**src/rtl/cmbx_defs.vh**
```
/*
  Shared constants of the mailbox receive-write block: mailbox word map,
  field positions inside the identifier and control words, the packed
  frame layout used in the receive FIFO, and reset values.
  Assumes it is included by bare name from every design file that needs it.
*/
// Operation
// identifier word holds control bits 13 and 14
// prior-cycle processor access copies into those bits
// defect hits only receive and auto-reply mailboxes
// mask-enable zero means exact identifier match only
// auto-answer bit set replies remote request, clear doesn't
// processor rewrites both bits after every reception
// corrected mode leaves bits 13, 14 untouched
`ifndef CMBX_DEFS_VH
`define CMBX_DEFS_VH

// mailbox word map (eight 16-bit words per mailbox)
`define CMBX_WSEL_W 3
`define CMBX_W_IDENT 3'h0
`define CMBX_W_CTRL 3'h1
`define CMBX_W_DATA0 3'h2
`define CMBX_DATA_WORDS 2'h3

// identifier word fields
`define CMBX_ID_MSB 10
`define CMBX_ID_W 11
`define CMBX_AME_BIT 13
`define CMBX_AAM_BIT 14
`define CMBX_CTL_HI 14
`define CMBX_CTL_LO 13

// control word fields
`define CMBX_DLC_MSB 3
`define CMBX_RTR_BIT 4
`define CMBX_CTRL_PAD 11'h000

// packed frame in the FIFO: {data, dlc, rtr, id}
`define CMBX_FRM_W 80
`define CMBX_FRM_ID_LO 0
`define CMBX_FRM_RTR 11
`define CMBX_FRM_DLC_LO 12
`define CMBX_FRM_DATA_LO 16

// reset values
`define CMBX_WORD_RST 16'h0000
`define CMBX_BITS2_RST 2'h0

`endif

```
**src/rtl/cmbx_fifo.v**
```verilog
/*
  Synchronous FIFO with parameterised width and depth, valid/ready on
  both sides. Input ready is a flop so a top-level port can use it.
  Assumes one clock and an already synchronised active-low reset.
*/
`timescale 1ns/1ps
`default_nettype none
module cmbx_fifo #(
  parameter W = 80,
  parameter DEPTH = 16,
  parameter AW = 4
) (
  input wire i_clk, // system clock
  input wire i_rst_n, // synchronised reset, active low
  input wire i_valid, // write side valid
  output wire o_ready, // write side ready, from flop
  input wire [W-1:0] i_data, // write data
  output wire o_valid, // read side valid
  input wire i_ready, // read side ready
  output wire [W-1:0] o_data // read data, head of queue
);
  reg [W-1:0] mem_reg [0:DEPTH-1]; // storage
  reg [AW-1:0] wptr_reg; // write pointer
  reg [AW-1:0] rptr_reg; // read pointer
  reg [AW:0] count_reg; // fill level
  reg ready_reg; // not full
  reg [AW:0] count_next;
  wire push;
  wire pop;

  assign o_valid = (count_reg != {(AW+1){1'b0}});
  assign o_ready = ready_reg;
  assign o_data = mem_reg[rptr_reg];
  assign push = i_valid & ready_reg;
  assign pop = o_valid & i_ready;

  // fill level follows push and pop together
  always @* begin
    count_next = count_reg;
    if (push && !pop) begin
      count_next = count_reg + 1'b1;
    end else if (pop && !push) begin
      count_next = count_reg - 1'b1;
    end
  end

  // pointers, level and ready; ready drops the cycle the last slot fills
  always @(posedge i_clk or negedge i_rst_n) begin
    if (!i_rst_n) begin
      wptr_reg <= {AW{1'b0}};
      rptr_reg <= {AW{1'b0}};
      count_reg <= {(AW+1){1'b0}};
      ready_reg <= 1'b1;
    end else begin
      if (push) begin
        wptr_reg <= (wptr_reg == DEPTH - 1) ? {AW{1'b0}} : wptr_reg + 1'b1;
      end
      if (pop) begin
        rptr_reg <= (rptr_reg == DEPTH - 1) ? {AW{1'b0}} : rptr_reg + 1'b1;
      end
      count_reg <= count_next;
      ready_reg <= (count_next != DEPTH[AW:0]);
    end
  end

  // storage needs no reset, only written entries are ever read
  always @(posedge i_clk) begin
    if (push) begin
      mem_reg[wptr_reg] <= i_data;
    end
  end
endmodule
`default_nettype wire

```
**src/rtl/cmbx_mailbox.v**
```verilog
/*
  Mailbox RAM with the receive-write engine of a CAN controller.
  Received frames queue in a FIFO, are matched to a receive or
  auto-reply mailbox and written word by word; the mailbox identifier
  word carries accept_mask_enable and auto_answer_enable. A switch
  selects the legacy collision behaviour or the corrected write.
  Assumes the protocol engine and the processor run on i_mclk; only the
  reset comes from outside and is synchronised here.
*/
`timescale 1ns/1ps
`default_nettype none
`include "cmbx_defs.vh"
module cmbx_mailbox #(
  parameter NUM_MBX = 6,
  parameter MW = 3,
  parameter AW = 6,
  parameter FIFO_DEPTH = 16,
  parameter FIFO_AW = 4
) (
  input wire i_mclk, // 200 MHz system clock
  input wire i_nrst, // async reset, active low
  input wire i_cpu_req, // processor access strobe
  input wire i_cpu_we, // 1 write, 0 read
  input wire [AW-1:0] i_cpu_addr, // word address {mailbox, word}
  input wire [15:0] i_cpu_wdata, // write data
  output wire [15:0] o_cpu_rdata, // read data
  output wire o_cpu_ack, // access done pulse
  input wire i_rx_valid, // received frame valid
  output wire o_rx_ready, // frame FIFO not full
  input wire [`CMBX_ID_MSB:0] i_rx_id, // frame identifier
  input wire i_rx_rtr, // remote frame
  input wire [`CMBX_DLC_MSB:0] i_rx_dlc, // data length code
  input wire [63:0] i_rx_data, // payload, byte 0 in top bits
  input wire [NUM_MBX-1:0] i_mbx_enable, // mailbox enabled
  input wire [NUM_MBX-1:0] i_mbx_is_rx, // 1 receive, 0 transmit
  input wire [`CMBX_ID_MSB:0] i_accept_mask, // 1 = don't care bit
  input wire i_defect_mode, // 1 reproduce collision copy
  output wire o_rx_done, // frame stored pulse
  output wire [MW-1:0] o_rx_mbx, // mailbox that took it
  output wire o_reply_req, // auto-answer request pulse
  output wire [MW-1:0] o_reply_mbx // mailbox to transmit
);
  localparam ST_IDLE = 3'h0; // wait for frame
  localparam ST_MATCH = 3'h1; // pick mailbox
  localparam ST_WR_ID = 3'h2; // first write: identifier word
  localparam ST_WR_CTRL = 3'h3; // control word
  localparam ST_WR_DATA = 3'h4; // payload words
  localparam ST_DONE = 3'h5; // report
  localparam NWORDS = NUM_MBX * 8; // mailbox RAM depth

  // reset synchroniser
  reg rst_meta_reg;
  reg rst_sync_reg;
  wire rst_n;
  always @(posedge i_mclk or negedge i_nrst) begin
    if (!i_nrst) begin
      rst_meta_reg <= 1'b0;
      rst_sync_reg <= 1'b0;
    end else begin
      rst_meta_reg <= 1'b1;
      rst_sync_reg <= rst_meta_reg;
    end
  end
  assign rst_n = rst_sync_reg;

  // frame queue between protocol engine and write engine
  wire fifo_valid;
  wire fifo_pop;
  wire [`CMBX_FRM_W-1:0] fifo_data;
  cmbx_fifo #(
    .W(`CMBX_FRM_W),
    .DEPTH(FIFO_DEPTH),
    .AW(FIFO_AW)
  ) u_fifo (
    .i_clk(i_mclk),
    .i_rst_n(rst_n),
    .i_valid(i_rx_valid),
    .o_ready(o_rx_ready),
    .i_data({i_rx_data, i_rx_dlc, i_rx_rtr, i_rx_id}),
    .o_valid(fifo_valid),
    .i_ready(fifo_pop),
    .o_data(fifo_data)
  );

  reg [15:0] mem_reg [0:NWORDS-1]; // mailbox RAM
  reg [2:0] state_reg; // engine state
  reg [`CMBX_ID_MSB:0] frm_id_reg; // latched frame
  reg frm_rtr_reg;
  reg [`CMBX_DLC_MSB:0] frm_dlc_reg;
  reg [63:0] frm_data_reg;
  reg [MW-1:0] tgt_reg; // chosen mailbox
  reg answer_reg; // target is an auto-answer mailbox
  reg [1:0] dcnt_reg; // payload word counter
  reg prev_acc_reg; // processor touched RAM last cycle
  reg [1:0] prev_bits_reg; // bits 14:13 of that word
  reg [15:0] rdata_reg; // read data out
  reg ack_reg; // access ack out
  reg done_reg; // stored pulse out
  reg [MW-1:0] done_mbx_reg;
  reg reply_reg; // reply pulse out
  reg [MW-1:0] reply_mbx_reg;

  assign fifo_pop = (state_reg == ST_IDLE);
  assign o_cpu_rdata = rdata_reg;
  assign o_cpu_ack = ack_reg;
  assign o_rx_done = done_reg;
  assign o_rx_mbx = done_mbx_reg;
  assign o_reply_req = reply_reg;
  assign o_reply_mbx = reply_mbx_reg;

  // lowest-numbered set bit wins; bit MW of the result flags a hit
  function [MW:0] cmbx_first;
    input [NUM_MBX-1:0] vec;
    integer k;
    begin
      cmbx_first = {(MW+1){1'b0}};
      for (k = NUM_MBX - 1; k >= 0; k = k - 1) begin
        if (vec[k]) begin
          cmbx_first = {1'b1, k[MW-1:0]};
        end
      end
    end
  endfunction

  // acceptance test of the latched frame against every mailbox
  reg [NUM_MBX-1:0] rx_hit;
  reg [NUM_MBX-1:0] ans_hit;
  reg [15:0] idw;
  reg exact;
  reg masked;
  integer m;
  always @* begin
    rx_hit = {NUM_MBX{1'b0}};
    ans_hit = {NUM_MBX{1'b0}};
    idw = `CMBX_WORD_RST;
    exact = 1'b0;
    masked = 1'b0;
    for (m = 0; m < NUM_MBX; m = m + 1) begin
      idw = mem_reg[m * 8];
      exact = (idw[`CMBX_ID_MSB:0] == frm_id_reg);
      masked = (((idw[`CMBX_ID_MSB:0] ^ frm_id_reg) & ~i_accept_mask) == {`CMBX_ID_W{1'b0}});
      // mask filtering only while mask-enable is set, else exact only
      rx_hit[m] = i_mbx_enable[m] & i_mbx_is_rx[m] &
                  (idw[`CMBX_AME_BIT] ? masked : exact);
      // transmit mailbox answers a remote request only with auto-answer set
      ans_hit[m] = i_mbx_enable[m] & ~i_mbx_is_rx[m] & frm_rtr_reg &
                   idw[`CMBX_AAM_BIT] & exact;
    end
  end

  wire [MW:0] rx_pick = cmbx_first(rx_hit);
  wire [MW:0] ans_pick = cmbx_first(ans_hit);

  // engine write port, combinational from state
  reg eng_we;
  reg [AW-1:0] eng_addr;
  reg [15:0] eng_wdata;
  reg [15:0] old_id;
  reg [1:0] ctl_bits;
  always @* begin
    eng_we = 1'b0;
    eng_addr = {tgt_reg, `CMBX_W_IDENT};
    eng_wdata = `CMBX_WORD_RST;
    old_id = mem_reg[{tgt_reg, `CMBX_W_IDENT}];
    ctl_bits = old_id[`CMBX_CTL_HI:`CMBX_CTL_LO];
    // legacy path: word touched in the cycle before takes over the bits
    if (i_defect_mode && prev_acc_reg) begin
      ctl_bits = prev_bits_reg;
    end
    case (state_reg)
      ST_WR_ID: begin
        // only reached by receive or auto-answer mailboxes, so only they corrupt
        eng_we = 1'b1;
        eng_wdata = {old_id[15], ctl_bits, old_id[12:11], frm_id_reg};
      end
      ST_WR_CTRL: begin
        eng_we = 1'b1;
        eng_addr = {tgt_reg, `CMBX_W_CTRL};
        eng_wdata = {`CMBX_CTRL_PAD, frm_rtr_reg, frm_dlc_reg};
      end
      ST_WR_DATA: begin
        eng_we = 1'b1;
        eng_addr = {tgt_reg, `CMBX_W_DATA0 + {1'b0, dcnt_reg}};
        eng_wdata = frm_data_reg[63 - 16 * dcnt_reg -: 16];
      end
      default: begin
        eng_we = 1'b0;
      end
    endcase
  end

  // mailbox RAM; engine wins when both hit one word in one cycle
  integer r;
  always @(posedge i_mclk or negedge rst_n) begin
    if (!rst_n) begin
      for (r = 0; r < NWORDS; r = r + 1) begin
        mem_reg[r] <= `CMBX_WORD_RST;
      end
    end else begin
      if (i_cpu_req && i_cpu_we && !(eng_we && eng_addr == i_cpu_addr)) begin
        mem_reg[i_cpu_addr] <= i_cpu_wdata;
      end
      if (eng_we) begin
        mem_reg[eng_addr] <= eng_wdata;
      end
    end
  end

  // processor port and the one-cycle memory of its last access
  always @(posedge i_mclk or negedge rst_n) begin
    if (!rst_n) begin
      rdata_reg <= `CMBX_WORD_RST;
      ack_reg <= 1'b0;
      prev_acc_reg <= 1'b0;
      prev_bits_reg <= `CMBX_BITS2_RST;
    end else begin
      ack_reg <= i_cpu_req;
      if (i_cpu_req && !i_cpu_we) begin
        rdata_reg <= mem_reg[i_cpu_addr];
      end
      prev_acc_reg <= i_cpu_req;
      // write uses the written bits, read the stored bits
      prev_bits_reg <= i_cpu_we ? i_cpu_wdata[`CMBX_CTL_HI:`CMBX_CTL_LO]
                                : mem_reg[i_cpu_addr][`CMBX_CTL_HI:`CMBX_CTL_LO];
    end
  end

  // receive-write sequencer
  always @(posedge i_mclk or negedge rst_n) begin
    if (!rst_n) begin
      state_reg <= ST_IDLE;
      frm_id_reg <= {`CMBX_ID_W{1'b0}};
      frm_rtr_reg <= 1'b0;
      frm_dlc_reg <= {(`CMBX_DLC_MSB+1){1'b0}};
      frm_data_reg <= 64'h0000000000000000;
      tgt_reg <= {MW{1'b0}};
      answer_reg <= 1'b0;
      dcnt_reg <= 2'h0;
      done_reg <= 1'b0;
      done_mbx_reg <= {MW{1'b0}};
      reply_reg <= 1'b0;
      reply_mbx_reg <= {MW{1'b0}};
    end else begin
      done_reg <= 1'b0;
      reply_reg <= 1'b0;
      case (state_reg)
        ST_IDLE: begin
          if (fifo_valid) begin
            frm_id_reg <= fifo_data[`CMBX_FRM_ID_LO +: `CMBX_ID_W];
            frm_rtr_reg <= fifo_data[`CMBX_FRM_RTR];
            frm_dlc_reg <= fifo_data[`CMBX_FRM_DLC_LO +: 4];
            frm_data_reg <= fifo_data[`CMBX_FRM_DATA_LO +: 64];
            state_reg <= ST_MATCH;
          end
        end
        ST_MATCH: begin
          // receive mailboxes take priority; no hit drops the frame
          if (rx_pick[MW]) begin
            tgt_reg <= rx_pick[MW-1:0];
            answer_reg <= 1'b0;
            state_reg <= ST_WR_ID;
          end else if (ans_pick[MW]) begin
            tgt_reg <= ans_pick[MW-1:0];
            answer_reg <= 1'b1;
            state_reg <= ST_WR_ID;
          end else begin
            state_reg <= ST_IDLE;
          end
        end
        ST_WR_ID: begin
          // auto-answer mailbox keeps its own control and payload
          state_reg <= answer_reg ? ST_DONE : ST_WR_CTRL;
        end
        ST_WR_CTRL: begin
          dcnt_reg <= 2'h0;
          state_reg <= frm_rtr_reg ? ST_DONE : ST_WR_DATA;
        end
        ST_WR_DATA: begin
          dcnt_reg <= dcnt_reg + 1'b1;
          if (dcnt_reg == `CMBX_DATA_WORDS) begin
            state_reg <= ST_DONE;
          end
        end
        ST_DONE: begin
          done_reg <= 1'b1;
          done_mbx_reg <= tgt_reg;
          reply_reg <= answer_reg;
          reply_mbx_reg <= tgt_reg;
          state_reg <= ST_IDLE;
        end
        default: begin
          state_reg <= ST_IDLE;
        end
      endcase
    end
  end
endmodule
`default_nettype wire

```
**config.mk**
```make
export PLATFORM = sky130hd
export DESIGN_NAME = cmbx_mailbox
export DESIGN_NICKNAME = d
export VERILOG_FILES = /design/src/rtl/cmbx_fifo.v /design/src/rtl/cmbx_mailbox.v
export VERILOG_INCLUDE_DIRS = /design/src /design/src/rtl
export SDC_FILE = /design/constraint.sdc
export NUM_CORES = 2
export LEC_CHECK = 0
export BUFFER_PORTS_ARGS = -buffer_cell sky130_fd_sc_hd__buf_4
export CAP_MARGIN = 20
export CORE_MARGIN = 1
export CORE_UTILIZATION = 50
export CTS_CLUSTER_SIZE = 20
export DETAILED_ROUTE_END_ITERATION = 8
export GPL_ROUTABILITY_DRIVEN = 1
export PLACE_DENSITY = 0.66
export SLEW_MARGIN = 0
export SYNTH_ARGS = -nofsm -noshare
export SYNTH_HDL_FRONTEND = slang
export SYNTH_SLANG_ARGS = --single-unit
```
**constraint.sdc**
```tcl
create_clock -name i_mclk -period 32.1 [get_ports i_mclk]
set_input_delay 3.21 -clock i_mclk [delete_from_list [all_inputs] [get_ports i_mclk]]
set_output_delay 3.21 -clock i_mclk [all_outputs]
set_load 0.03 [all_outputs]
```
== Word-level counts from Yosys, hierarchy flattened ==
Memory sizes are Yosys's and may differ from the RTL's. A register that Yosys moved wholly into a read port is not among the register bits.
Cells that the tools add are included.

* Register bits after elaboration: 817
* Bits in writable memories: 1280
* Bits of input ports: 131
* Output and inout bits: 26
* Logic and storage cells: 241
* Memories kept: 1

* Add/subtract/negate cells: 7
* Order comparisons: 5
* Eq/ne operators: 18
* Shifts and indexed selects: 1
* Muxes and demuxes: 57
* Bitwise gates (word level): 60
* Reductions and logical operators: 28

{| class="wikitable"
|+ Memories
! memory !! depth !! width !! rd ports !! clocked after Yosys merged registers in !! wr ports !! line !! text
|-
| u_fifo.mem_reg || 16 || 80 || 1 || 1 || 1 || cmbx_fifo.v:22 || <nowiki>reg [W-1:0] mem_reg [0:DEPTH-1];</nowiki>
|}

{| class="wikitable"
|+ Operator list
! cell !! count
|-
| bitwise mux 768 bit || 2
|-
| 2-to-1 mux 768 bit || 2
|-
| binary-select mux 16 bit (select 6 bit) || 2
|-
| demux 16 bit (select 6 bit) || 2
|-
| 2-to-1 mux 16 bit || 6
|-
| indexed part select 79 x 33 -> 16 bit || 1
|-
| bitwise AND 11 bit || 6
|-
| == test 11 bit || 6
|-
| zero test 11 bit || 6
|-
| XOR 11 bit || 6
|-
| 2-to-1 mux 4 bit || 14
|-
| one-hot mux 16 bit (3 select lines) || 1
|-
| bitwise AND 1 bit || 38
|-
| greater-or-equal comparator 7 bit (second input constant) || 3
|-
| NOT 6 -> 7 bit || 3
|-
| 2-to-1 mux 3 bit || 5
|-
| one-hot mux 3 bit (5 select lines) || 1
|-
| < comparator 7 x 1 -> 1 bit (second input constant) || 2
|-
| 2-to-1 mux 1 bit || 14
|-
| NOT 11 bit || 1
|-
| 2-to-1 mux 5 bit || 2
|-
| logical AND 1 bit || 9
|-
| adder 4 x 1 -> 4 bit (second input constant) || 2
|-
| == test 4 bit (second input constant) || 2
|-
| other kinds (23) || 40
|}

== Depth between registers and ports, before layout ==
* Word-level depth: 14
* Gate-level depth with buffers: 12
* Mapped depth without buffers: 10

== Hierarchy ==
From an unflattened synthesis, not the netlist that was laid out.

* Cell total of the unflattened synthesis: 6863
* Area total of the unflattened synthesis: 94702.1 um^2

{| class="wikitable"
|+ By module, submodules not included
! module !! times used !! cells each !! area each (um^2) !! sequential area each (um^2)
|-
| cmbx_fifo || 1 || 2478 || 49630.1 || 38788.5
|-
| cmbx_mailbox || 1 || 4385 || 45072.0 || 22096.2
|}

== Least setup slack after synthesis ==
Ideal clock, no wire load.

* Kind: input -> register
* From: in i_rx_valid
* To: mem u_fifo.mem_reg[3][0], enable pin
* Library setup time: 0.616 ns
* Data arrival time: 9.251 ns
* Required time: 31.484 ns
* Slack: 22.233 ns
* Stages on the path: 4
* Buffers on the path: 1
* Cell sequence: and2_1 -> clkbuf_1 -> nand2_1 -> nor3_1

* Word-level cells in the longest chain between the ends: 3

{| class="wikitable"
|+ RTL lines
! item !! line !! text
|-
| start: declaration || cmbx_mailbox.v:28 || <nowiki>input wire i_rx_valid,</nowiki>
|-
| bitwise AND 1 bit || cmbx_fifo.v:34 || <nowiki>assign push = i_valid & ready_reg;</nowiki>
|-
| 2-to-1 mux 1 bit || cmbx_fifo.v:68 || <nowiki>if (push) begin</nowiki>
|-
| 2-to-1 mux 1 bit (not written as such) || cmbx_fifo.v:69 || <nowiki>mem_reg[wptr_reg] <= i_data;</nowiki>
|-
| end: declaration || cmbx_fifo.v:22 ||
|}

No other way between the ends.

== Worst setup path in the final report ==
* From: in i_cpu_addr[2]
* To: reg rdata_reg[6] (netlist: o_cpu_rdata[6])

* Word-level cells in the longest chain between the ends: 4

{| class="wikitable"
|+ RTL lines
! item !! line !! text
|-
| start: declaration || cmbx_mailbox.v:24 || <nowiki>input wire [AW-1:0] i_cpu_addr,</nowiki>
|-
| NOT 6 -> 7 bit (not written as such) || cmbx_mailbox.v:219 || <nowiki>rdata_reg <= mem_reg[i_cpu_addr];</nowiki>
|-
| binary-select mux 16 bit (select 6 bit) || cmbx_mailbox.v:219 ||
|-
| 2-to-1 mux 16 bit (2 in a row) || n/a ||
|-
| end signal: assignment || cmbx_mailbox.v:212 || <nowiki>rdata_reg <= `CMBX_WORD_RST;</nowiki>
|-
| end signal: assignment || cmbx_mailbox.v:219 ||
|-
| end: declaration || cmbx_mailbox.v:96 || <nowiki>reg [15:0] rdata_reg;</nowiki>
|}

No other way between the ends. The select of a mux whose other input is x is not followed.
A chain may end at the register's enable or synchronous reset.

==> impl_metrics.toml <==
[run_status]
outcome = "finished, final reports clean"

[clock_tree]
post_cts_resized = 0
cts_buffers = 219
clk-insertion-delay-late_ns = 0.91
cts_tree = "built"
buffers_inserted_by_post_cts_timing_repair = 0
clkTransAtPathRegs_ns = 0.06
numClockSinks = 2177
cell_chosen_for_the_clock_root = "sky130_fd_sc_hd__clkbuf_16"
clock_path_buffers = 3
cts-htree-levels = 4
holdBufCountCts = 0

[finish]
synthToLayoutAreaGrowth_pct = 11.22
layout_common_cells = "sky130_fd_sc_hd__edfxtp_1 (1280), sky130_fd_sc_hd__dfrtp_1 (890), sky130_fd_sc_hd__mux2i_1 (777)"
layout-drive-gt1-share_pct = 17.45
nets = 7036
final_core_util_pct = 56.16
multiInputGateArea_um2 = 32000
area_taken_by_flip_flops_and_latches_um2 = 60900
layout_commonest_cell = "sky130_fd_sc_hd__edfxtp_1"
number_of_flip_flops_in_the_largest_register = 1280
fillers = 15040

[route]
vias_per_cell = 6.486
via_count = 62290
postRouteAntennaNets = 0
drt_pass1_iterations = 8
first_iter_violations = 7731
route.detailed.drc = 0
routedWlPerCell_um = 31.77
drt_wl_total_um = 305100

[place]
gp_congestion = 0.9553
dpl_worst_slack_ns = 24.69
hpwlAfterDp_um = 174700
buffer_ports.inserted = 156

[logic_synthesis]
synth_edf_count = 1280
synth.net_count = 7083
synth-seq-area-share_pct = 64.01
synth.yosys.warnings = 0
syn_avg_cell_area_um2 = 13.70
ys_types = 78
synthesis.area_um2 = 95120
synth_async_sr_flop_share_pct = 41.20
synthesis.instances = 6944
yosys_register_bits = 2177
dominantRegCellSynth = "sky130_fd_sc_hd__edfxtp_1"

[critical_path]
crit_path_end_kind = "register"
worstPathMaxFanout = 56
arrival_ns = 7.64
worstPathRequired_ns = 32.95
critPathKind = "primary input to register"
cp-start-kind = "primary input"

[global_routing]
number_of_antenna_violations_at_the_first_check_in_global_routing = 43
grt.total_usage_pct = 31.52
grt_start_max_net_pins = 147
grt.overflow.total = 0
grt_pass1_wl_um = 438600
grt_pass1_vias = 60700

[timing]
max_clock_freq_mhz = 147.4
rsz0062_at_grt = "no"
post-route-period-util_pct = 21.14
setup-violations-final = 0
timing.slew.headroom_pct = 17.25
setup-tns-final_ns = 0
slew_viol_final = 0
timing.final.hold_violations = 0
timing.final.ws_setup_ns = 25.31
fin_crit_ns = 6.786
worstMarginPinSlew_ns = 1.228
skew_ns = 0.08814

[pwr]
leakage_nw = 37.68
report.power.total_mw = 8.198
powerDensity_nw_per_um2 = 77.49
ir_worst_vdd_v = 0.00006394

[die]
die_w_um = 438.2
core-area_um2 = 188400
initial_core_util_pct = 50.49
core.rowCount = 159
die_h_um = 438.2
die-area_um2 = 192000
boundaryPins = 157

[job]
drv.max_cap_violation_count = 0

[hold_path]
worstHoldPathType = "register to asynchronous set/reset pin"
## metrics by stage
| step | cell area (um2) | std cells | hold slack (ns) |
|---|---|---|---|
| finish | 105800 | 9604 | 0.3141 |
| global placement | 98340 | 9159 | 0.3322 |
| detailed placement | 98450 | 9165 | 0.3329 |
| floorplan | 95120 | 6944 | 0.3312 |
| CTS | 105600 | 9574 | 0.3425 |
| global route | 105800 | 9598 | 0.3558 |
## logic make-up (layout without fill, tap and decap cells)
logic type,after synthesis,count (layout),synth area share [%]
fa+ha+maj,9,9,0.1158
xor+xnor,76,76,0.6998
compound gates,1561,1561,10.26
other cells,1,25,0.003942
mux,1257,1257,15.89
flops,2177,2177,64.01
simple gates,1277,1277,6.245
buf+inv,586,727,2.777
## layer usage
layer | GRT usage [%] | part of all wire, % | vias to the layer above
met5 | 0 | 0.062 | -
met4 | 16.81 | 5.8 | 30
met3 | 6.991 | 9.6 | 797
met2 | 49.63 | 47 | 3480
met1 | 40.89 | 38 | 31770
li1 | - | - | 26220
## worst paths after layout
kind                       depth (start not counted)           from             end  slack (ns)
max                                               10  i_cpu_addr[2]  o_cpu_rdata[6]       25.31
min                                                0          rst_n     o_reply_req        0.31
max reg2reg                                        8   state_reg[0]    mem_reg[367]       27.61
min reg2reg                                        0          rst_n     o_reply_req        0.31
max in group asynchronous                          4          rst_n    mem_reg[331]       27.85
min in group i_mclk                                0   rst_meta_reg           rst_n        0.35
## worst max-delay path, stage by stage
cell	delay, ns
sky130_fd_sc_hd__buf_4	0.29
sky130_fd_sc_hd__buf_4	0.63
sky130_fd_sc_hd__nor2b_1	0.26
sky130_fd_sc_hd__nor2b_4	0.76
sky130_fd_sc_hd__buf_4	0.81
sky130_fd_sc_hd__a22oi_1	0.23
sky130_fd_sc_hd__a31oi_1	0.30
sky130_fd_sc_hd__o21ai_0	0.52
sky130_fd_sc_hd__a31oi_1	0.34
sky130_fd_sc_hd__a21o_1	0.12
## power breakdown
group	switching [mW]	internal (mW)
logic	1.27	0.753
clock network	1.12	1.42
registers	0.309	3.33
## Yosys cell counts (all sizes together) (11+ instances only)
cell | n | area, um2
nand3 | 35 | 200.2
a221oi | 44 | 385.4
nor3 | 13 | 70.07
nor2 | 343 | 1866
xnor2 | 72 | 630.6
inv | 11 | 41.29
o21ai | 497 | 2487
o221ai | 165 | 1451
a22o | 41 | 359.1
a31oi | 42 | 277.8
a22oi | 274 | 2057
mux2i | 777 | 7777
mux2 | 308 | 3468
buf | 203 | 1204
dfrtp | 896 | 22420
nand2b | 11 | 68.82
mux4 | 172 | 3874
nor2b | 13 | 81.33
nand2 | 744 | 2858
edfxtp | 1280 | 38440
nor4 | 17 | 112.6
o22ai | 35 | 219.0
clkbuf | 372 | 1396
nand4 | 62 | 387.9
a21oi | 406 | 2036
## cell type report
class / count / area share [%]
flip-flops and latches: 2177 / 57.57
well taps: 2495 / 2.951
clock buffers: 320 / 5.899
clock inverters: 89 / 0.8716
multi-input cells: 4181 / 30.25
repair buffers: 307 / 2.371
inverters: 11 / 0.03903
diodes: 24 / 0.05677
(Power assumes the default switching activity.)
